<file path="src/logic/signal_check_pkg.sv">
package signal_check_pkg;

    // ==================================================================
    // register indices and byte addresses (byte address = 4 x index)
    localparam logic [7:0] IDX_MONITOR_SELECT = 8'h30;
    localparam logic [7:0] IDX_WAKEUP_TIMEOUT = 8'h31;
    localparam logic [7:0] IDX_SLICER_LOW = 8'h32;
    localparam logic [7:0] IDX_SLICER_HIGH = 8'h33;
    localparam logic [7:0] IDX_TIMING_CHECK = 8'h34;
    localparam logic [7:0] IDX_IRQ_STATUS = 8'h38;
    localparam logic [7:0] IDX_IRQ_MASK = 8'h39;
    localparam logic [7:0] IDX_MONITOR_STATUS = 8'h3A;
    localparam logic [7:0] ADDR_MONITOR_SELECT = {IDX_MONITOR_SELECT[5:0], 2'h0};
    localparam logic [7:0] ADDR_WAKEUP_TIMEOUT = {IDX_WAKEUP_TIMEOUT[5:0], 2'h0};
    localparam logic [7:0] ADDR_SLICER_LOW = {IDX_SLICER_LOW[5:0], 2'h0};
    localparam logic [7:0] ADDR_SLICER_HIGH = {IDX_SLICER_HIGH[5:0], 2'h0};
    localparam logic [7:0] ADDR_TIMING_CHECK = {IDX_TIMING_CHECK[5:0], 2'h0};
    localparam logic [7:0] ADDR_IRQ_STATUS = {IDX_IRQ_STATUS[5:0], 2'h0};
    localparam logic [7:0] ADDR_IRQ_MASK = {IDX_IRQ_MASK[5:0], 2'h0};
    localparam logic [7:0] ADDR_MONITOR_STATUS = {IDX_MONITOR_STATUS[5:0], 2'h0};

    // ==================================================================
    // field positions
    localparam int MON_EN_LSB = 1;
    localparam int MON_EN_W = 6;
    localparam int MON_ACCU_BIT = 0;
    localparam int TO_PRESC_LSB = 6;
    localparam int TO_COUNT_W = 6;
    localparam int TC_OBS_LSB = 5;
    localparam int TC_SUM_LSB = 2;
    localparam int TC_SGL_LSB = 0;
    localparam int IRQ_EOF = 0;
    localparam int IRQ_TIMEOUT = 1;
    localparam int IRQ_SLICER = 2;
    localparam int IRQ_W = 3;

    // ==================================================================
    // reset values
    localparam logic [7:0] RST_MONITOR_SELECT = 8'h00;
    localparam logic [7:0] RST_WAKEUP_TIMEOUT = 8'h00;
    localparam logic [7:0] RST_SLICER_LOW = 8'h00;
    localparam logic [7:0] RST_SLICER_HIGH = 8'h00;
    localparam logic [6:0] RST_TIMING_CHECK = 7'h00;
    localparam logic [2:0] RST_IRQ_MASK = 3'h0;

    // ==================================================================
    // timing tables: tick in bit periods, limits in chip/128 units
    localparam logic [6:0] TICK_DIV [4] = '{7'h02, 7'h04, 7'h10, 7'h40};
    localparam logic [5:0] OBS_BITS [4] = '{6'h08, 6'h10, 6'h18, 6'h20};
    localparam logic [7:0] SUM_LIMIT [8] = '{8'h10, 8'h18, 8'h20, 8'h30, 8'h40, 8'h60, 8'h80, 8'hC0};
    localparam logic [7:0] SGL_LIMIT [4] = '{8'h10, 8'h18, 8'h20, 8'h30};
    localparam logic [2:0] GROUP_LAST = 3'h7;
    localparam logic [1:0] RESP_OKAY = 2'h0;
    localparam logic [1:0] RESP_SLVERR = 2'h2;

    // ==================================================================
    // types
    typedef struct packed {
        logic [1:0] obsCode;
        logic [2:0] sumCode;
        logic [1:0] sglCode;
    } timing_cfg_type;

    typedef enum logic {TIMER_IDLE, TIMER_RUN} timer_state_type;

    typedef struct packed {
        logic signed [12:0] groupSum;
        logic [2:0] groupBits;
        logic [5:0] observed;
        logic intervalReject;
        logic baudFail;
    } checker_state_type;

    typedef struct packed {
        logic awHeld;
        logic [7:0] awAddr;
        logic wHeld;
        logic [7:0] wData;
        logic wLane;
        logic bValid;
        logic [1:0] bResp;
        logic rValid;
        logic [7:0] rData;
        logic [1:0] rResp;
        logic [5:0] monEnable;
        logic accumulate;
        logic [7:0] timeoutReg;
        logic [7:0] slicerLow;
        logic [7:0] slicerHigh;
        timing_cfg_type timingCfg;
        logic [IRQ_W-1:0] irqStatus;
        logic [IRQ_W-1:0] irqMask;
        logic [5:0] errAccum;
        timer_state_type timerState;
        logic [5:0] prescCount;
        logic [5:0] tickCount;
        logic timeoutPulse;
    } regs_state_type;

endpackage : signal_check_pkg

</file>
<file path="src/logic/timing_checker.sv">
`timescale 1ns/1ps
module timing_checker
    import signal_check_pkg::*;
(
    input wire logic clk,
    input wire logic rstSync_n,
    input timing_cfg_type cfg,
    input wire logic start,
    input wire logic active,
    input wire logic bitTick,
    input wire logic intervalValid,
    input wire logic signed [8:0] intervalError,
    output logic intervalReject,
    output logic baudFail
);

    checker_state_type st;
    checker_state_type next_st;
    logic [8:0] absErr;
    logic [12:0] absSum;
    logic signed [12:0] addend;
    logic [8:0] sglLimit;
    logic [12:0] sumLimit;
    logic [5:0] obsLen;

    // ==================================================================
    // magnitudes; -(-256) still fits as an unsigned 9-bit value
    assign absErr = intervalError[8] ? 9'(-intervalError) : intervalError;
    assign absSum = st.groupSum[12] ? 13'(-st.groupSum) : st.groupSum;
    assign addend = intervalValid ? {{4{intervalError[8]}}, intervalError} : 13'sh0000;
    assign sglLimit = {1'b0, SGL_LIMIT[cfg.sglCode]};
    assign sumLimit = {5'h00, SUM_LIMIT[cfg.sumCode]};
    assign obsLen = OBS_BITS[cfg.obsCode];
    assign intervalReject = st.intervalReject;
    assign baudFail = st.baudFail;

    // next state; signed errors cancel inside a group, so drift shows, jitter not
    always_comb
    begin
        next_st = st;
        next_st.intervalReject = 1'b0;
        next_st.baudFail = 1'b0;
        if (start)
        begin
            next_st.groupSum = 13'sh0000;
            next_st.groupBits = 3'h0;
            next_st.observed = 6'h00;
        end
        else if (active)
        begin
            next_st.intervalReject = intervalValid && !(absErr < sglLimit);
            next_st.groupSum = st.groupSum + addend;
            if (bitTick && st.observed < obsLen)
            begin
                next_st.observed = st.observed + 6'h01;
                next_st.groupBits = st.groupBits + 3'h1;
                if (st.groupBits == GROUP_LAST)
                begin
                    next_st.baudFail = absSum > sumLimit;
                    next_st.groupSum = addend;
                end
            end
        end
    end

    // state register
    always_ff @(posedge clk or negedge rstSync_n)
    begin
        if (!rstSync_n)
            st <= '0;
        else
            st <= next_st;
    end

    a_single_accept: assert property (@(posedge clk) disable iff (!rstSync_n)
        active && !start && intervalValid && absErr < sglLimit |=> !intervalReject)
        else $error("interval within limit was rejected");

    a_single_reject: assert property (@(posedge clk) disable iff (!rstSync_n)
        active && !start && intervalValid && absErr >= sglLimit |=> intervalReject)
        else $error("interval at or above limit was accepted");

    a_baud_group: assert property (@(posedge clk) disable iff (!rstSync_n)
        active && !start && bitTick && st.observed < obsLen && st.groupBits == GROUP_LAST
        |=> baudFail == $past(absSum > sumLimit))
        else $error("baud group result wrong");

    a_observe_end: assert property (@(posedge clk) disable iff (!rstSync_n)
        st.observed >= obsLen && !start |=> !baudFail)
        else $error("baud check past observation length");

endmodule : timing_checker

</file>
<file path="src/logic/signal_check_config_regs.sv">
// Decided for this implementation: the AXI4-Lite interface to the registers.
`timescale 1ns/1ps
// Notes on behaviour
// six enable bits choose which monitors may judge data reception
// enable bits 6 to 1: chip timeout, chip timing, coding, baud, RSSI, amplitude
// any enabled monitor error during reception raises the end-of-frame flag
// accumulate bit set collects errors over the whole reception
// accumulator clears at reception start and when status is sampled
// nonzero timeout count ends wakeup search after count times tick period
// timeout count zero disables the timer entirely
// prescaler codes pick tick of 2, 4, 16 or 64 bit periods
// low threshold register holds acquired slicer threshold low bits
// high threshold register holds acquired slicer threshold high bits
// threshold registers accept writes so software can restore a saved value
// stored initial threshold is never presented as the working threshold
// baud observation code picks 8, 16, 24 or 32 observed bits
// summed threshold code picks per-8-bit error limit 16 to 192
// single interval accepted only when its absolute error is below limit
// single interval limit code picks 16, 24, 32 or 48
// baud check fails when an 8-bit group error sum exceeds limit
// software writes zero to reserved bits and ignores their read value
module signal_check_config_regs
    import signal_check_pkg::*;
(
    input wire logic clk,
    input wire logic rst_n,
    input wire logic awvalid,
    output logic awready,
    input wire logic [7:0] awaddr,
    input wire logic wvalid,
    output logic wready,
    input wire logic [31:0] wdata,
    input wire logic [3:0] wstrb,
    output logic bvalid,
    input wire logic bready,
    output logic [1:0] bresp,
    input wire logic arvalid,
    output logic arready,
    input wire logic [7:0] araddr,
    output logic rvalid,
    input wire logic rready,
    output logic [31:0] rdata,
    output logic [1:0] rresp,
    input wire logic dataRxStart,
    input wire logic dataRxActive,
    input wire logic bitTick,
    input wire logic chipTimeoutError,
    input wire logic codingError,
    input wire logic rssiError,
    input wire logic amplitudeError,
    input wire logic intervalValid,
    input wire logic signed [8:0] intervalError,
    input wire logic wakeupSearchStart,
    input wire logic wakeupSearchActive,
    input wire logic slicerAcquireValid,
    input wire logic [15:0] slicerAcquired,
    output logic endOfFrame,
    output logic wakeupTimeout,
    output logic [15:0] slicerInitialThreshold,
    output logic irq
);

    // ==================================================================
    // reset release
    logic [1:0] rstPipe;
    logic rstSync_n;

    // asynchronous assert, synchronous release
    always_ff @(posedge clk or negedge rst_n)
    begin
        if (!rst_n)
            rstPipe <= 2'h0;
        else
            rstPipe <= {rstPipe[0], 1'b1};
    end
    assign rstSync_n = rstPipe[1];

    // ==================================================================
    // state and derived signals
    regs_state_type st;
    regs_state_type next_st;
    logic chipReject;
    logic baudFail;
    logic [5:0] rawErr;
    logic [5:0] errs;
    logic doWrite;
    logic wrHit;
    logic rdHit;
    logic [7:0] rdMux;
    logic sampleRead;
    logic clearAcc;
    logic [5:0] accBase;
    logic [6:0] tickDiv;
    logic [5:0] toCount;
    logic [12:0] helperBits;

    // bit order follows the enable field, chip timeout on top
    assign rawErr = {chipTimeoutError, chipReject, codingError, baudFail, rssiError, amplitudeError};
    assign errs = rawErr & st.monEnable & {6{dataRxActive}};
    assign tickDiv = TICK_DIV[st.timeoutReg[TO_PRESC_LSB +: 2]];
    assign toCount = st.timeoutReg[TO_COUNT_W-1:0];
    assign doWrite = st.awHeld && st.wHeld && !st.bValid;

    // ==================================================================
    // checkers for chip interval and baud rate
    timing_checker timingUnit
    (
        .clk(clk),
        .rstSync_n(rstSync_n),
        .cfg(st.timingCfg),
        .start(dataRxStart),
        .active(dataRxActive),
        .bitTick(bitTick),
        .intervalValid(intervalValid),
        .intervalError(intervalError),
        .intervalReject(chipReject),
        .baudFail(baudFail)
    );

    // ==================================================================
    // bus handshake outputs; a channel reopens once its response is taken
    assign awready = !st.awHeld && !st.bValid;
    assign wready = !st.wHeld && !st.bValid;
    assign arready = !st.rValid;
    assign bvalid = st.bValid;
    assign bresp = st.bResp;
    assign rvalid = st.rValid;
    assign rdata = {24'h000000, st.rData};
    assign rresp = st.rResp;
    assign endOfFrame = st.irqStatus[IRQ_EOF];
    assign wakeupTimeout = st.timeoutPulse;
    // only the captured initial value leaves here, never the live threshold
    assign slicerInitialThreshold = {st.slicerHigh, st.slicerLow};
    assign irq = |(st.irqStatus & st.irqMask);

    // read decode; reserved bits read as zero
    always_comb
    begin
        rdHit = 1'b1;
        rdMux = 8'h00;
        unique case (araddr)
            ADDR_MONITOR_SELECT: rdMux = {1'b0, st.monEnable, st.accumulate};
            ADDR_WAKEUP_TIMEOUT: rdMux = st.timeoutReg;
            ADDR_SLICER_LOW: rdMux = st.slicerLow;
            ADDR_SLICER_HIGH: rdMux = st.slicerHigh;
            ADDR_TIMING_CHECK: rdMux = {1'b0, st.timingCfg};
            ADDR_IRQ_STATUS: rdMux = {5'h00, st.irqStatus};
            ADDR_IRQ_MASK: rdMux = {5'h00, st.irqMask};
            ADDR_MONITOR_STATUS: rdMux = {2'h0, st.errAccum};
            default: rdHit = 1'b0;
        endcase
    end

    // write decode against the held address
    always_comb
    begin
        unique case (st.awAddr)
            ADDR_MONITOR_SELECT, ADDR_WAKEUP_TIMEOUT, ADDR_SLICER_LOW, ADDR_SLICER_HIGH,
            ADDR_TIMING_CHECK, ADDR_IRQ_STATUS, ADDR_IRQ_MASK, ADDR_MONITOR_STATUS: wrHit = 1'b1;
            default: wrHit = 1'b0;
        endcase
    end

    // reading the monitor status samples it and so clears the accumulator
    assign sampleRead = arvalid && arready && araddr == ADDR_MONITOR_STATUS;
    assign clearAcc = dataRxStart || sampleRead;
    assign accBase = clearAcc ? 6'h00 : st.errAccum;

    // ==================================================================
    // next state
    always_comb
    begin
        next_st = st;
        next_st.timeoutPulse = 1'b0;

        // write address and data are taken in either order
        if (awvalid && awready)
        begin
            next_st.awHeld = 1'b1;
            next_st.awAddr = awaddr;
        end
        if (wvalid && wready)
        begin
            next_st.wHeld = 1'b1;
            next_st.wData = wdata[7:0];
            next_st.wLane = wstrb[0];
        end
        if (st.bValid && bready)
            next_st.bValid = 1'b0;
        if (doWrite)
        begin
            next_st.awHeld = 1'b0;
            next_st.wHeld = 1'b0;
            next_st.bValid = 1'b1;
            next_st.bResp = wrHit ? RESP_OKAY : RESP_SLVERR;
        end

        // register writes; only byte lane 0 carries data, monitor status is read-only
        if (doWrite && st.wLane)
        begin
            unique case (st.awAddr)
                ADDR_MONITOR_SELECT:
                begin
                    next_st.monEnable = st.wData[MON_EN_LSB +: MON_EN_W];
                    next_st.accumulate = st.wData[MON_ACCU_BIT];
                end
                ADDR_WAKEUP_TIMEOUT: next_st.timeoutReg = st.wData;
                ADDR_SLICER_LOW: next_st.slicerLow = st.wData;
                ADDR_SLICER_HIGH: next_st.slicerHigh = st.wData;
                ADDR_TIMING_CHECK: next_st.timingCfg = st.wData[6:0];
                ADDR_IRQ_STATUS: next_st.irqStatus = st.irqStatus & ~st.wData[IRQ_W-1:0];
                ADDR_IRQ_MASK: next_st.irqMask = st.wData[IRQ_W-1:0];
                default: next_st.irqMask = next_st.irqMask;
            endcase
        end

        // read channel: data sampled on the address handshake
        if (st.rValid && rready)
            next_st.rValid = 1'b0;
        if (arvalid && arready)
        begin
            next_st.rValid = 1'b1;
            next_st.rData = rdMux;
            next_st.rResp = rdHit ? RESP_OKAY : RESP_SLVERR;
        end

        // error accumulation; an error in the clearing cycle survives
        if (st.accumulate)
            next_st.errAccum = accBase | errs;
        else
            next_st.errAccum = errs;

        // wakeup search timeout timer
        unique case (st.timerState)
            TIMER_IDLE:
            begin
                if (wakeupSearchStart && toCount != 6'h00)
                begin
                    next_st.timerState = TIMER_RUN;
                    next_st.prescCount = 6'h00;
                    next_st.tickCount = 6'h00;
                end
            end
            TIMER_RUN:
            begin
                if (!wakeupSearchActive || toCount == 6'h00)
                    next_st.timerState = TIMER_IDLE;
                else if (wakeupSearchStart)
                begin
                    next_st.prescCount = 6'h00;
                    next_st.tickCount = 6'h00;
                end
                else if (bitTick)
                begin
                    if ({1'b0, st.prescCount} == tickDiv - 7'h01)
                    begin
                        next_st.prescCount = 6'h00;
                        next_st.tickCount = st.tickCount + 6'h01;
                        if (st.tickCount + 6'h01 == toCount)
                        begin
                            next_st.timeoutPulse = 1'b1;
                            next_st.timerState = TIMER_IDLE;
                        end
                    end
                    else
                        next_st.prescCount = st.prescCount + 6'h01;
                end
            end
        endcase

        // hardware events come last so a set beats a clear in the same cycle
        if (slicerAcquireValid)
        begin
            next_st.slicerLow = slicerAcquired[7:0];
            next_st.slicerHigh = slicerAcquired[15:8];
            next_st.irqStatus[IRQ_SLICER] = 1'b1;
        end
        if (|errs)
            next_st.irqStatus[IRQ_EOF] = 1'b1;
        if (st.timeoutPulse)
            next_st.irqStatus[IRQ_TIMEOUT] = 1'b1;
    end

    // state register
    always_ff @(posedge clk or negedge rstSync_n)
    begin
        if (!rstSync_n)
        begin
            st <= '0;
            st.monEnable <= RST_MONITOR_SELECT[MON_EN_LSB +: MON_EN_W];
            st.accumulate <= RST_MONITOR_SELECT[MON_ACCU_BIT];
            st.timeoutReg <= RST_WAKEUP_TIMEOUT;
            st.slicerLow <= RST_SLICER_LOW;
            st.slicerHigh <= RST_SLICER_HIGH;
            st.timingCfg <= RST_TIMING_CHECK;
            st.irqMask <= RST_IRQ_MASK;
            st.timerState <= TIMER_IDLE;
        end
        else
            st <= next_st;
    end

    // ==================================================================
    // checks; helper counts bit periods of one timer run
    always_ff @(posedge clk or negedge rstSync_n)
    begin
        if (!rstSync_n)
            helperBits <= 13'h0000;
        else if (wakeupSearchStart)
            helperBits <= 13'h0000;
        else if (st.timerState == TIMER_RUN && wakeupSearchActive && bitTick)
            helperBits <= helperBits + 13'h0001;
    end

    a_timeout_length: assert property (@(posedge clk) disable iff (!rstSync_n)
        st.timeoutPulse |-> helperBits == 13'(toCount) * 13'(tickDiv))
        else $error("timeout length differs from count times tick");

    a_zero_disables: assert property (@(posedge clk) disable iff (!rstSync_n)
        toCount == 6'h00 |=> !wakeupTimeout)
        else $error("timeout fired with zero count");

    a_monitor_gating: assert property (@(posedge clk) disable iff (!rstSync_n)
        !st.accumulate |=> (st.errAccum & ~$past(st.monEnable)) == 6'h00)
        else $error("disabled monitor reported an error");

    a_chip_timeout_bit: assert property (@(posedge clk) disable iff (!rstSync_n)
        dataRxActive && chipTimeoutError && st.monEnable[5] |=> st.errAccum[5] ##0 endOfFrame)
        else $error("chip timeout not on top enable bit");

    a_eof_raised: assert property (@(posedge clk) disable iff (!rstSync_n)
        |errs |=> endOfFrame)
        else $error("end of frame not raised on monitor error");

    a_accumulate_hold: assert property (@(posedge clk) disable iff (!rstSync_n)
        st.accumulate && st.errAccum[0] && !clearAcc |=> st.errAccum[0])
        else $error("accumulated error lost");

    a_start_clears: assert property (@(posedge clk) disable iff (!rstSync_n)
        dataRxStart && !dataRxActive |=> st.errAccum == 6'h00)
        else $error("accumulator not cleared at reception start");

    a_slicer_capture: assert property (@(posedge clk) disable iff (!rstSync_n)
        slicerAcquireValid |=> slicerInitialThreshold == $past(slicerAcquired))
        else $error("acquired threshold not captured");

    a_slicer_restore: assert property (@(posedge clk) disable iff (!rstSync_n)
        doWrite && st.wLane && st.awAddr == ADDR_SLICER_HIGH && !slicerAcquireValid
        |=> slicerInitialThreshold[15:8] == $past(st.wData))
        else $error("threshold restore write lost");

endmodule : signal_check_config_regs

</file>
<file path="config.mk">
export PLATFORM = sky130hd
export DESIGN_NAME = signal_check_config_regs
export DESIGN_NICKNAME = d
export VERILOG_FILES = /design/src/logic/signal_check_pkg.sv /design/src/logic/timing_checker.sv /design/src/logic/signal_check_config_regs.sv
export SDC_FILE = /design/constraint.sdc
export NUM_CORES = 1
export LEC_CHECK = 0
export BUFFER_PORTS_ARGS = -buffer_cell sky130_fd_sc_hd__buf_2
export CAP_MARGIN = 20
export CORE_MARGIN = 1
export CORE_UTILIZATION = 35
export DETAILED_ROUTE_END_ITERATION = 8
export SLEW_MARGIN = 20
export SYNTH_ARGS = -nofsm -noshare
export SYNTH_HDL_FRONTEND = slang
export SYNTH_SLANG_ARGS = --single-unit
</file>
<file path="constraint.sdc">
create_clock -name clk -period 4.95 [get_ports clk]
set_input_delay 0.7425 -clock clk [delete_from_list [all_inputs] [get_ports clk]]
set_output_delay 0.7425 -clock clk [all_outputs]
set_load 0.05 [all_outputs]
</file>
* Yosys cells after proc, flatten, opt, wreduce, memory -nomap -nowiden
Memories as Yosys holds them, arrays and structs flattened.
Index checks and enable logic that the tools add are counted.
** Word-level totals
- Flip-flop bits (word level) :: 123
- Bits in read-only memories :: 64
- Output and inout bits :: 60
- Memories :: 1
** Memories
- (name not given) :: words 8, width 8, read ports 1, clocked after memory_dff 0, write ports 0, RTL line timing_checker.sv:32 : assign sumLimit = {5'h00, SUM_LIMIT[cfg.sumCode]};
** Cells by class
- Add/subtract/negate cells :: 8
- Order comparisons :: 7
- Equality and inequality tests :: 23
- Muxes and demuxes :: 60
- Bitwise gates (word level) :: 11
- Reduce and logical (&&, ||, !) cells :: 54
** Operator list (count)
- 8-bit == test (second input constant) :: 16
- 13-bit two-way mux :: 5
- 8-bit one-hot mux with 8 select lines :: 1
- 8-bit two-way mux :: 6
- 22-bit two-way mux :: 2
- 6-bit two-way mux :: 5
- 29-bit two-way mux :: 1
- 7-bit two-way mux :: 4
- 2-bit nonzero test :: 14
- 13-bit one-hot mux with 2 select lines :: 1
- 24-bit two-way mux :: 1
- 2-bit AND reduction :: 10
- 6-bit by 1-bit adder with 6-bit output (second input constant) :: 3
- 1-bit two-way mux :: 18
- 9-bit two-way mux :: 2
- 8-bit binary-select mux with 2-bit select :: 1
- 16-bit two-way mux :: 1
- 8-bit OR reduction :: 2
- 7-bit binary-select mux with 2-bit select :: 1
- 1-bit logical AND :: 14
- 14-bit two-way mux :: 1
- 13-bit adder :: 1
- 13-bit by 8-bit > comparator with 1-bit output :: 1
- 13-bit negation :: 1
- other kinds (34) :: 51

* Longest topological paths before layout
Gate-level depths: netlist of run 1.
- Word-level depth :: 11
- Depth in mapped cells :: 11
- Mapped depth without buffers :: 10

* Modules after synthesis
A second synthesis of run 1 with hierarchy kept.
** Second synthesis, totals
- Cells, all modules :: 747
- Area, all modules :: 7404.6 um^2
** By module, submodules not included
- signal_check_config_regs :: instances 1, cells an instance 479, area an instance 5168.7 um^2
- timing_checker :: instances 1, cells an instance 268, area an instance 2235.9 um^2

* Worst setup path after synthesis of run 1
Ideal clock, no wire load.
- Path kind :: input to register
- Start point :: in intervalError[0]
- End point :: reg timingUnit.st[21] in the netlist's numbering
- Library setup time :: 0.094 ns
- Data arrival time :: 2.498 ns
- Data required time :: 4.856 ns
- Path slack :: 2.358 ns
- Stages on the path :: 10
- Buffers on the path :: 0
- Path through :: and2_1 ha_1 inv_1 fa_1 nor2b_1 o31a_1 o41ai_2 mux2i_1 o21ai_0 a211oi_1
** On the way
- Longest elaborated chain between the ends :: 6
** Ends and longest elaborated chain
- from (decl) :: RTL line signal_check_config_regs.sv:52 : input wire logic signed [8:0] intervalError,
- 13-bit two-way mux * :: RTL line timing_checker.sv:30 : assign addend = intervalValid ? {{4{intervalError[8]}}, intervalError} : 13'sh0000;
- 13-bit adder * :: RTL line timing_checker.sv:52 : next_st.groupSum = st.groupSum + addend;
- 13-bit two-way mux :: RTL line timing_checker.sv:57 : if (st.groupBits == GROUP_LAST)
- 22-bit two-way mux * :: RTL line timing_checker.sv:53 : if (bitTick && st.observed < obsLen)
- 24-bit two-way mux * :: RTL line timing_checker.sv:49 : else if (active)
- 22-bit two-way mux * :: RTL line timing_checker.sv:43 : if (start)
- to (signal assigned) :: RTL line timing_checker.sv:72 : st <= next_st;
- to (decl) :: RTL line timing_checker.sv:17 : checker_state_type st;
Every way passes the cells marked *; elsewhere a longest branch is shown, timed or not. The select of a mux whose other input is x is not followed.
A chain may end at the register's enable or synchronous reset.

* Worst setup path after layout of run 1
- Start point :: in intervalValid
- End point :: reg timingUnit.st[23] in the netlist's numbering
** On the way
- Longest elaborated chain between the ends :: 6
** Ends and longest elaborated chain
- from (decl) :: RTL line signal_check_config_regs.sv:51 : input wire logic intervalValid,
- 13-bit two-way mux * :: RTL line timing_checker.sv:30
- 13-bit adder :: RTL line timing_checker.sv:52
- 13-bit two-way mux :: RTL line timing_checker.sv:57
- 22-bit two-way mux * :: RTL line timing_checker.sv:53
- 24-bit two-way mux * :: RTL line timing_checker.sv:49
- 22-bit two-way mux * :: RTL line timing_checker.sv:43
Marks and branches as above.

==> qor.csv, run 1 <==
stage,metric,value,unit
grt,antenna_found_initial,0,
cells_and_area,layout_common_cells,"dfrtp_1 (120), buf_2 (101), nand2_1 (85), o21ai_0 (46), nor2_1 (46)",
floorplan,rows,52,
clock_network,cts_hold_buf,0,
sta,fmax,376,MHz
setup_path,cp_slowest_stage_delay,0.37,ns
detailed_routing,dr_total_vias,5778,
detailed_routing,drc,0,
sta,finalSetupTns,0,ns
grt,grt_max_degree,62,
setup_path,timing.rr.start,timingUnit.st[12],
synthesis,seq_area_frac_synth,0.414,
pwr,p_seq_frac,0.403,
synthesis,synth_cells,756,
sta,period_share,0.537,
pwr,switching_share,0.338,
synthesis,avgSynthCellArea,9.67,sq um
setup_path,end_kind,register,
cells_and_area,diodes,0,
floorplan,die_area,21500,sq um
synthesis,ys_ff_latch,121,
cells_and_area,layout.nets,952,
setup_path,crit_fanout,10,
pwr,clockPowerShare,0.378,
cells_and_area,final_cells,1111,
placed_design,dp.cells,1080,
synthesis,yosys_warnings,0,
placed_design,portBuffers,101,
pwr,internal-power,2.29,mW
setup_path,critical_path.cell_chain,buf_2 -> and2_1 -> ha_1 -> inv_1 -> fa_1 -> nor2b_1 -> o31a_1 -> o41ai_2 -> o21ai_0 -> mux2i_1 -> a21oi_1,
cells_and_area,area_delta_synth_final,15.2,%
cells_and_area,final_common_cell,dfrtp_1,
setup_path,critPathBufInv,2,
setup_path,critPathKind,primary input to register,
clock_network,cts_buffers,17,
synthesis,ys.flop_type,dfrtp_1,
sta,period_minus_slack,2.66,ns
grt,grt_overflow,0,
setup_path,ff2ff_setup_slack,2.45,ns
synthesis,async_reset_ff_frac,1.00,
setup_path,reg2regPathDepth,10,
setup_path,setup.worst_path.start_class,primary input,
clock_network,cts-htree-levels,4,
floorplan,die_y,147,um
floorplan,core,20400,sq um
clock_network,cts_sinks,121,
sta,holdWs,0.108,ns
clock_network,clock_tree.root_cell,clkbuf_16,
placed_design,place_congestion,0.829,
setup_path,r2r_end,timingUnit.baudFail,
clock_network,cts_tree,built,
pwr,powerDensity,410,nW/um^2
sta,worstMarginPinSlew,0.991,ns
grt,grt_pass1_wl,29.8,mm
job,drv_cap,0,
floorplan,io_pins,155,
detailed_routing,viasPerCell,5.20,
outcome,status,"finished, final reports clean",
setup_path,crit_required,5.22,ns
worst_hold_path,hold_path_class,primary input to asynchronous set/reset pin,
setup_path,cpMaxStageDelayCell,fa_1,
cells_and_area,utilization,0.413,
pwr,power_leakage,3.90,nW
setup_path,path_delay_family,compound AO/OA/AOI/OAI gates,
pwr,p_switching,1.17,mW
grt,grt.total_usage,0.178,
synthesis,syn-cell-area,7310,sq um
detailed_routing,first_iter_violations,407,
sta,slew_violations,0,
detailed_routing,wirelength,18.4,mm
clock_network,cts_resized,0,
placed_design,dpl.hpwl,13.6,mm
sta,clock_skew,0.0112,ns
sta,max_slew_margin,0.335,
clock_network,insertion_delay,0.41,ns
pwr,ir_drop,0.000256,V
pwr,p_comb_frac,0.220,
floorplan,die_w,147,um
detailed_routing,postRouteAntennaNets,0,
synthesis,synth-edff-count,0,
clock_network,clock_path_buffers,2,
detailed_routing,drt_first_pass_iters,5,
detailed_routing,wl_per_cell,16.6,um
synthesis,ys_types,67,
setup_path,critPathArrivalTime,2.93,ns
clock_network,post-cts-setup-buffer-count,0,
floorplan,initial_core_util,0.359,
cells_and_area,drive_above_1_share,0.231,
grt,grt_pass1_vias,5336,
sta,setup_viol,0,
cells_and_area,nFillCells,2034,
sta,rsz0062_at_grt,false,
clock_network,clk_pin_slew,0.05,ns
sta,timing_hold_violations_final,0,
power groups by stage:
stage                     logic, mW  clock network (mW)  registers (mW)
final                         0.758                1.30            1.39
after CTS                     0.763                1.33            1.40
after detailed placement      0.759                   0            1.41
after floorplan               0.622                   0            1.33
after global placement        0.750                   0            1.41
after global routing          0.832                1.38            1.42
logic make-up (layout without fill, tap and decap cells):
logic type / after synthesis / after routing / synth area share
AOI/OAI and AO/OA: 183 / 183 / 0.172
xor gates and xnor gates: 29 / 29 / 0.0348
adders and majority gates: 28 / 28 / 0.0490
buffers and inverters: 98 / 158 / 0.0779
DFF: 121 / 121 / 0.414
muxes: 53 / 53 / 0.0815
other: 2 / 27 / 0.00103
and+or+nand+nor: 242 / 242 / 0.169
cells in the mapped netlist (8+ instances only):
cell | n | area [sq um]
dfrtp_1 | 121 | 3030
nand2_1 | 85 | 319
buf_4 | 52 | 390
nor2_1 | 46 | 173
o21ai_0 | 46 | 230
mux2_2 | 42 | 473
a21oi_1 | 32 | 160
ha_1 | 27 | 338
inv_1 | 22 | 82.6
nand3_1 | 22 | 110
a22oi_1 | 20 | 150
xnor2_1 | 19 | 166
clkbuf_1 | 18 | 67.6
and2_1 | 14 | 87.6
nor2b_1 | 13 | 81.3
a211oi_1 | 10 | 75.1
mux2i_1 | 10 | 100
nand4_1 | 10 | 62.6
xor2_1 | 10 | 87.6
a21o_1 | 8 | 60.1
nor3_1 | 8 | 40.0
or3_1 | 8 | 50.1
how the worst max path moves through the flow:
stage          cells after the start          start           endpoint  slack [ns]
3_5_place_dp                      11  intervalValid  timingUnit.st[21]        1.87
6_report                          11  intervalValid  timingUnit.st[23]        2.29
2_1_floorplan                      0     rstPipe[1]           bresp[1]        1.33
5_1_grt                           11  intervalValid  timingUnit.st[21]        2.10
4_1_cts                           11  intervalValid  timingUnit.st[21]        2.31
3_3_place_gp                      11  intervalValid  timingUnit.st[21]        1.91
stage by stage:
step	power [mW]	instance area, sq um	worst slack (ns)
after floorplan	1.95	7400	1.33
after global placement	2.16	7790	1.91
after detailed placement	2.17	7790	1.87
after CTS	3.49	8410	2.31
after global routing	3.63	8420	2.10
final	3.45	8420	2.29
metal layers:
metal  up-vias  routed length [um]  GRT usage
met5         -                   0          0
met4         0                 105     0.0401
met3         9                 871     0.0406
met2       157                8350      0.268
met1      2774                9070      0.259
li1       2838                   -          -
registers in the layout (all words and copies together), names as in the netlist:
signal,count
bresp,1
bvalid,1
endOfFrame,1
rdata,8
rresp,1
rstPipe,2
rvalid,1
slicerInitialThreshold,16
st,65
timingUnit.baudFail,1
timingUnit.intervalReject,1
timingUnit.st,22
wakeupTimeout,1
worst register-to-register path, delay by kind of cell (launching register included):
family | cells | cell delay, ns
flip-flops | 1 | 0.41
AO/OA/AOI/OAI | 5 | 0.77
AND/OR/NAND/NOR | 3 | 0.78
XOR/XNOR | 1 | 0.15
adder cells (fa/ha/maj) | 1 | 0.26
cell type report:
cell class	instances	area, sq um	area share
clock inverters	12	175	0.0208
multi-input cells	562	3810	0.453
flip-flops and latches	121	3030	0.360
clock buffers	19	443	0.0526
repair buffers	105	536	0.0636
inverters	22	82.6	0.00981
well taps	270	338	0.0401
Note: power is estimated with default switching activity, not from simulation.
==> inputs of run 2 (changes only) <==
==> constraint.sdc (replaced) <==
create_clock -name clk -period 2.3 [get_ports clk]
set_input_delay 0.345 -clock clk [delete_from_list [all_inputs] [get_ports clk]]
set_output_delay 0.345 -clock clk [all_outputs]
set_load 0.05 [all_outputs]
==> run 2 against run 1 <==
  * Wire length is 5.1% higher
  * Clock-buffer cell count rose by 2
  * Largest cell class unchanged
  * Via count increased by 5.5%
  * Clock skew fell by 0.0024 ns
  * Final area increased by 6.9%
  * Non-clock buffer count grew 59
  * Utilization increased by 2.9 points
==> qor.csv, run 2 (synthesis gave the netlist of run 1 again) <==
stage,metric,value,unit
worst_hold_path,worstHoldEndpoint,bvalid,
grt,grt_max_degree,60,
clock_network,cts_buffers,17,
clock_network,clock_tree.root_cell,clkbuf_16,
sta,period_minus_slack,2.30,ns
setup_path,critPathKind,register to register,
sta,timing_hold_violations_final,0,
pwr,clockPowerShare,0.365,
clock_network,clk_pin_slew,0.06,ns
setup_path,setup.worst_path.start_class,register,
setup_path,r2r_end,timingUnit.baudFail,
detailed_routing,dr_total_vias,6094,
setup_path,timing.rr.start,timingUnit.st[13],
detailed_routing,drc,0,
pwr,switching_share,0.342,
detailed_routing,postRouteAntennaNets,0,
sta,worstMarginPinSlew,0.816,ns
sta,slew_violations,0,
pwr,ir_drop,0.000584,V
detailed_routing,wl_per_cell,16.5,um
cells_and_area,drive_above_1_share,0.306,
grt,grt_pass1_vias,5682,
setup_path,crit_fanout,5,
sta,max_slew_margin,0.449,
clock_network,cts-htree-levels,4,
floorplan,io_pins,155,
sta,rsz0062_at_grt,true,
placed_design,dpl.hpwl,14.4,mm
floorplan,initial_core_util,0.359,
worst_hold_path,hold_start,bready,
outcome,status,"finished, final reports clean",
detailed_routing,wirelength,19.3,mm
setup_path,critPathArrivalTime,2.58,ns
floorplan,die_area,21500,sq um
pwr,p_switching,2.60,mW
floorplan,die_w,147,um
worst_hold_path,whs_path_depth,2,
sta,period_share,0.999,
cells_and_area,final_cells,1175,
detailed_routing,drt_first_pass_iters,4,
grt,grt.total_usage,0.183,
cells_and_area,layout.nets,1012,
cells_and_area,largest_reg_flops,65,
pwr,powerDensity,845,nW/um^2
cells_and_area,area_delta_synth_final,23.1,%
grt,grt_pass1_wl,30.5,mm
setup_path,crit_required,2.59,ns
cells_and_area,stdcell_area,9000,sq um
floorplan,die_y,147,um
pwr,internal-power,5.00,mW
clock_network,insertion_delay,0.43,ns
clock_network,cts_tree,built,
clock_network,cts_sinks,121,
pwr,p_comb_frac,0.243,
grt,grt_overflow,0,
detailed_routing,viasPerCell,5.19,
floorplan,core,20400,sq um
cells_and_area,utilization,0.442,
grt,antenna_found_initial,2,
floorplan,rows,52,
worst_hold_path,hold_path_class,primary input to register,
pwr,power_leakage,4.23,nW
sta,holdWs,0.0934,ns
clock_network,clock_path_buffers,2,
cells_and_area,layout_common_cells,"dfrtp_1 (120), buf_2 (101), nand2_1 (84), buf_4 (61), nor2_1 (46)",
setup_path,end_kind,register,
placed_design,place_congestion,0.852,
sta,fmax,435,MHz
setup_path,ff2ff_setup_slack,0.001,ns
placed_design,dpl_cell_area,8220,sq um
pwr,p_seq_frac,0.393,
cells_and_area,regMostFlops,st,
sta,clock_skew,0.00881,ns
setup_path,reg2regPathDepth,11,
detailed_routing,first_iter_violations,326,
pwr,power,7.60,mW
placed_design,portBuffers,101,
sta,setup_viol,0,
cells_and_area,final_common_cell,dfrtp_1,
job,drv_cap,0,
placed_design,dp.cells,1135,
[run 2: cell types whose count changed in the layout (fill, tap and decap cells not counted), sizes merged]
cell and delta:
buf +58, diode +3, clkbuf +2, and3 +1, bufinv -1, dlygate4sd3 +1
[run 2: power groups by stage]
stage                     Combinational, mW  Sequential, mW  Clock (mW)
after floorplan                        1.34            2.86           0
after global placement                 1.75            3.00           0
after detailed placement               1.78            3.01           0
after CTS                              1.79            2.98        2.82
after global routing                   2.02            3.03        2.90
final                                  1.84            2.98        2.77
[run 2: worst max path at each step]
stage	startpoint	end	cells after the start
floorplan	timingUnit.st[12]	timingUnit.baudFail	10
global placement	intervalValid	timingUnit.st[23]	12
detailed placement	intervalValid	timingUnit.st[23]	12
CTS	timingUnit.st[11]	timingUnit.st[21]	11
global route	timingUnit.st[13]	timingUnit.baudFail	11
finish	timingUnit.st[13]	timingUnit.baudFail	11
[run 2: critical path, stage by stage, from the launching register on]
cell and delay, ns:
dfrtp_1 0.38, or3_4 0.43, or2_4 0.27, nand2_2 0.08, xnor2_2 0.07, ha_1 0.31, buf_4 0.11, nand4_1 0.08
nor2_1 0.11, nand2_1 0.08, a21oi_2 0.13, a41oi_2 0.11
[run 2: metal layers]
layer  track usage  vias to the layer above  share of wire
met5             0                        -              0
met4        0.0661                        0          0.011
met3        0.0413                       17          0.053
met2         0.274                      175           0.45
met1         0.258                     2948           0.49
li1              -                     2954              -
[run 2: area by class of cell]
class / instances / area [sq um]
repair buffers: 164 / 993
well taps: 270 / 338
diodes: 3 / 7.51
clock buffers: 21 / 470
flip-flops and latches: 121 / 3030
fillers: 1981 / 11400
clock inverters: 11 / 145
multi-input cells: 563 / 3930
inverters: 22 / 82.6
[run 2: metrics by stage]
step,TNS [ns],setup slack (ns)
floorplan,0,0.0240
global placement,-1.11,-0.190
detailed placement,-1.53,-0.181
CTS,-0.0199,-0.0199
global route,-0.198,-0.137
finish,0,0.00132
[run 2: repair_timing]
item,4_1_cts,5_1_grt
setup endpoints to repair,14,13
pin swaps,4,2
hold buffers,1,0
cloned,0,1
endpoints found under the hold margin,2,0
setup buffers,1,2
resized for setup,8,26
==> inputs of run 3 (changes only) <==
--- a/config.mk
+++ b/config.mk
@@ -5,6 +5,7 @@
 export SDC_FILE = /design/constraint.sdc
 export NUM_CORES = 1
 export LEC_CHECK = 0
+export ABC_AREA = 1
 export BUFFER_PORTS_ARGS = -buffer_cell sky130_fd_sc_hd__buf_2
 export CAP_MARGIN = 20
 export CORE_MARGIN = 1
==> run 3 against run 2 <==
  * Register-to-register slack gained 0.22 ns
  * Final area shrank 0.26%
  * First-iteration DRC count grew 26%
  * Clock power shrank 13%
  * Sequential power shrank 7.4%
  * Flip-flop and latch count is the same
  * Sequential share of layout area grew 0.089 points
  * Final cell count grew 24%
  * Clock-buffer cell count shrank 1
  * Critical path depth grew 3
  * Largest power group unchanged
==> qor.csv, run 3 <==
stage,metric,value,unit
setup_path,critPathLaunch,timingUnit.st[12],
clock_network,cts-htree-levels,4,
grt,grt_max_degree,58,
grt,use_met3,0.0362,
detailed_routing,postRouteAntennaNets,0,
grt,grtUsageMet1,0.247,
cells_and_area,layout_common_cells,"nand2_1 (339), inv_1 (132), dfrtp_1 (120), buf_2 (101), nand3_1 (83)",
setup_path,timing.rr.start,timingUnit.st[12],
clock_network,cts_sinks,121,
floorplan,die_area,23000,sq um
synthesis,yosys.area.top_type,dfrtp_1,
job,drv_cap,0,
clock_network,clk_pin_slew,0.05,ns
floorplan,io_pins,155,
sta,fmax,480,MHz
cells_and_area,largest_reg_flops,65,
setup_path,path_delay_family,simple AND/OR/NAND/NOR gates,
pwr,clockPowerShare,0.339,
cells_and_area,diodes,0,
synthesis,yosys_warnings,0,
sta,clock_skew,0.00964,ns
synthesis,synth-edff-count,0,
grt,top_usage_layer,met2,
grt,grt_pass1_vias,6630,
pwr,switching_share,0.370,
detailed_routing,wirelength,19.8,mm
synthesis,yosys-top-cells-count,"nand2_1 (341), inv_1 (132), dfrtp_1 (121)",
detailed_routing,drt_first_pass_iters,5,
setup_path,critPathKind,register to register,
clock_network,cts_buffers,17,
setup_path,crit_fanout,3,
cells_and_area,nFillCells,2297,
sta,max_slew_margin,0.588,
placed_design,portBuffers,101,
pwr,internal-power,4.50,mW
clock_network,clock_tree.root_cell,clkbuf_16,
sta,setup_viol,0,
synthesis,synth_top_area_share,0.385,
synthesis,avgSynthCellArea,7.32,sq um
detailed_routing,dr_total_vias,6883,
pwr,powerDensity,795,nW/um^2
pwr,power_leakage,4.78,nW
synthesis,ys_types,46,
floorplan,rows,54,
placed_design,dpl.hpwl,15.4,mm
synthesis,seq_area_frac_synth,0.385,
setup_path,critPathArrivalTime,2.39,ns
detailed_routing,viasPerCell,4.74,
sta,period_minus_slack,2.08,ns
grt,grt_overflow,0,
setup_path,end_kind,register,
setup_path,cp_slowest_stage_delay,0.40,ns
synthesis,synth_cells,1073,
setup_path,setup.worst_path.start_class,register,
detailed_routing,drc,0,
pwr,ir_drop,0.000759,V
setup_path,critical_path.cell_chain,inv_1 -> nand2_2 -> nor2_4 -> nand2_2 -> o21ai_2 -> xor2_1 -> ha_1 -> a21o_1 -> a21oi_1 -> nor2_1 -> nor2_1 -> nand3_1 -> nor2_1 -> nor2_1,
placed_design,place_congestion,0.842,
detailed_routing,wl_per_cell,13.6,um
setup_path,crit_required,2.61,ns
sta,period_share,0.906,
cells_and_area,layout.nets,1286,
outcome,status,"finished, final reports clean",
setup_path,critPathBufInv,1,
grt,grt_use_met2,0.277,
sta,slew_violations,0,
synthesis,yosysMostFrequentCell,nand2_1,
floorplan,core,21900,sq um
cells_and_area,drive_above_1_share,0.168,
cells_and_area,utilization,0.410,
pwr,p_switching,2.64,mW
synthesis,syn-cell-area,7860,sq um
floorplan,initial_core_util,0.359,
sta,timing_hold_violations_final,0,
floorplan,die_y,152,um
worst_hold_path,hold_start,bready,
sta,finalSetupTns,0,ns
detailed_routing,first_iter_violations,410,
cells_and_area,area_delta_synth_final,14.3,%
setup_path,cpMaxStageDelayCell,dfrtp_1,
clock_network,insertion_delay,0.42,ns
sta,rsz0062_at_grt,false,
sta,holdWs,0.0995,ns
pwr,power,7.14,mW
synthesis,async_reset_ff_frac,1.00,
grt,antenna_found_initial,0,
pwr,p_comb_frac,0.275,
worst_hold_path,hold_path_class,primary input to register,
grt,grt.total_usage,0.179,
sta,worstMarginPinSlew,0.617,ns
floorplan,die_w,152,um
clock_network,clock_path_buffers,2,
synthesis,ys_ff_latch,121,
setup_path,cpMostUsedCell,nor2_1,
pwr,p_seq_frac,0.386,
cells_and_area,regMostFlops,st,
cells_and_area,final_common_cell,nand2_1,
grt,grt_pass1_wl,33.2,mm
synthesis,synth_area_leaders,"dfrtp_1 (39%), nand2_1 (16%), inv_1 (6.3%)",
clock_network,cts_tree,built,
synthesis,ys.flop_type,dfrtp_1,
[run 3: stage by stage]
stage / setup WS, ns / cell area (sq um) / instances
floorplan: 0.149 / 7950 / 1098
global placement: 0.0891 / 8410 / 1421
detailed placement: 0.104 / 8410 / 1421
CTS: 0.0875 / 8940 / 1451
global route: 0.00981 / 8980 / 1453
finish: 0.216 / 8980 / 1453
[run 3: logic make-up (layout without fill, tap and decap cells)]
group,Yosys count,in the layout,synth area share
adder cells (fa/ha/maj),28,28,0.0456
buffers and inverters,210,285,0.131
XOR/XNOR,24,24,0.0268
flip-flops,121,121,0.385
AO/OA/AOI/OAI,136,136,0.104
other,2,27,0.000956
multiplexers,5,5,0.00717
AND/OR/NAND/NOR,547,547,0.299
[run 3: worst register-to-register path: cells and delay by family, from the launching register on]
| kind | cells | cell delay (ns) |
|---|---|---|
| simple gates | 8 | 0.62 |
| compound gates | 3 | 0.44 |
| flops | 1 | 0.40 |
| fa+ha+maj | 1 | 0.27 |
| buf+inv | 1 | 0.10 |
| xor+xnor | 1 | 0.15 |
[run 3: timing repair]
action	CTS	global route
buffers inserted	0	2
hold buffers	1	0
hold endpoints to repair	2	0
endpoints found under the setup margin	0	1
resized for setup	0	7
[run 3: path summary, 6_finish.rpt]
kind	endpoint	slack, ns	depth (start not counted)
worst max register to register	timingUnit.baudFail	0.22	14
worst min-delay path	bvalid	0.1	2
max in group asynchronous	st[31]	1.39	1
worst max-delay path	timingUnit.baudFail	0.22	14
worst min register to register	bvalid	0.24	0
min in group asynchronous	rstPipe[1]	0.23	2
[run 3: power groups by stage]
stage | clock (mW) | combinational (mW) | sequential [mW]
2_1_floorplan | 0 | 1.54 | 2.76
5_1_grt | 2.57 | 2.19 | 2.80
6_report | 2.42 | 1.96 | 2.76
4_1_cts | 2.47 | 1.96 | 2.75
3_3_place_gp | 0 | 1.92 | 2.78
3_5_place_dp | 0 | 1.95 | 2.78
[run 3: final cells by class]
class                      count  area [sq um]  area share
multi-input combinational    767          3910       0.435
sequential                   121          3030       0.338
timing repair buffer         117           641      0.0714
inverter                     139           522      0.0581
clock buffer                  20           447      0.0498
tap                          280           350      0.0390
clock inverter                 9          78.8     0.00878
[run 3: per-layer routing]
| layer | share of wire | vias up |
|---|---|---|
| li1 | - | 3510 |
| met1 | 0.49 | 3199 |
| met2 | 0.45 | 154 |
| met3 | 0.039 | 20 |
| met4 | 0.021 | 0 |
| met5 | 0 | - |
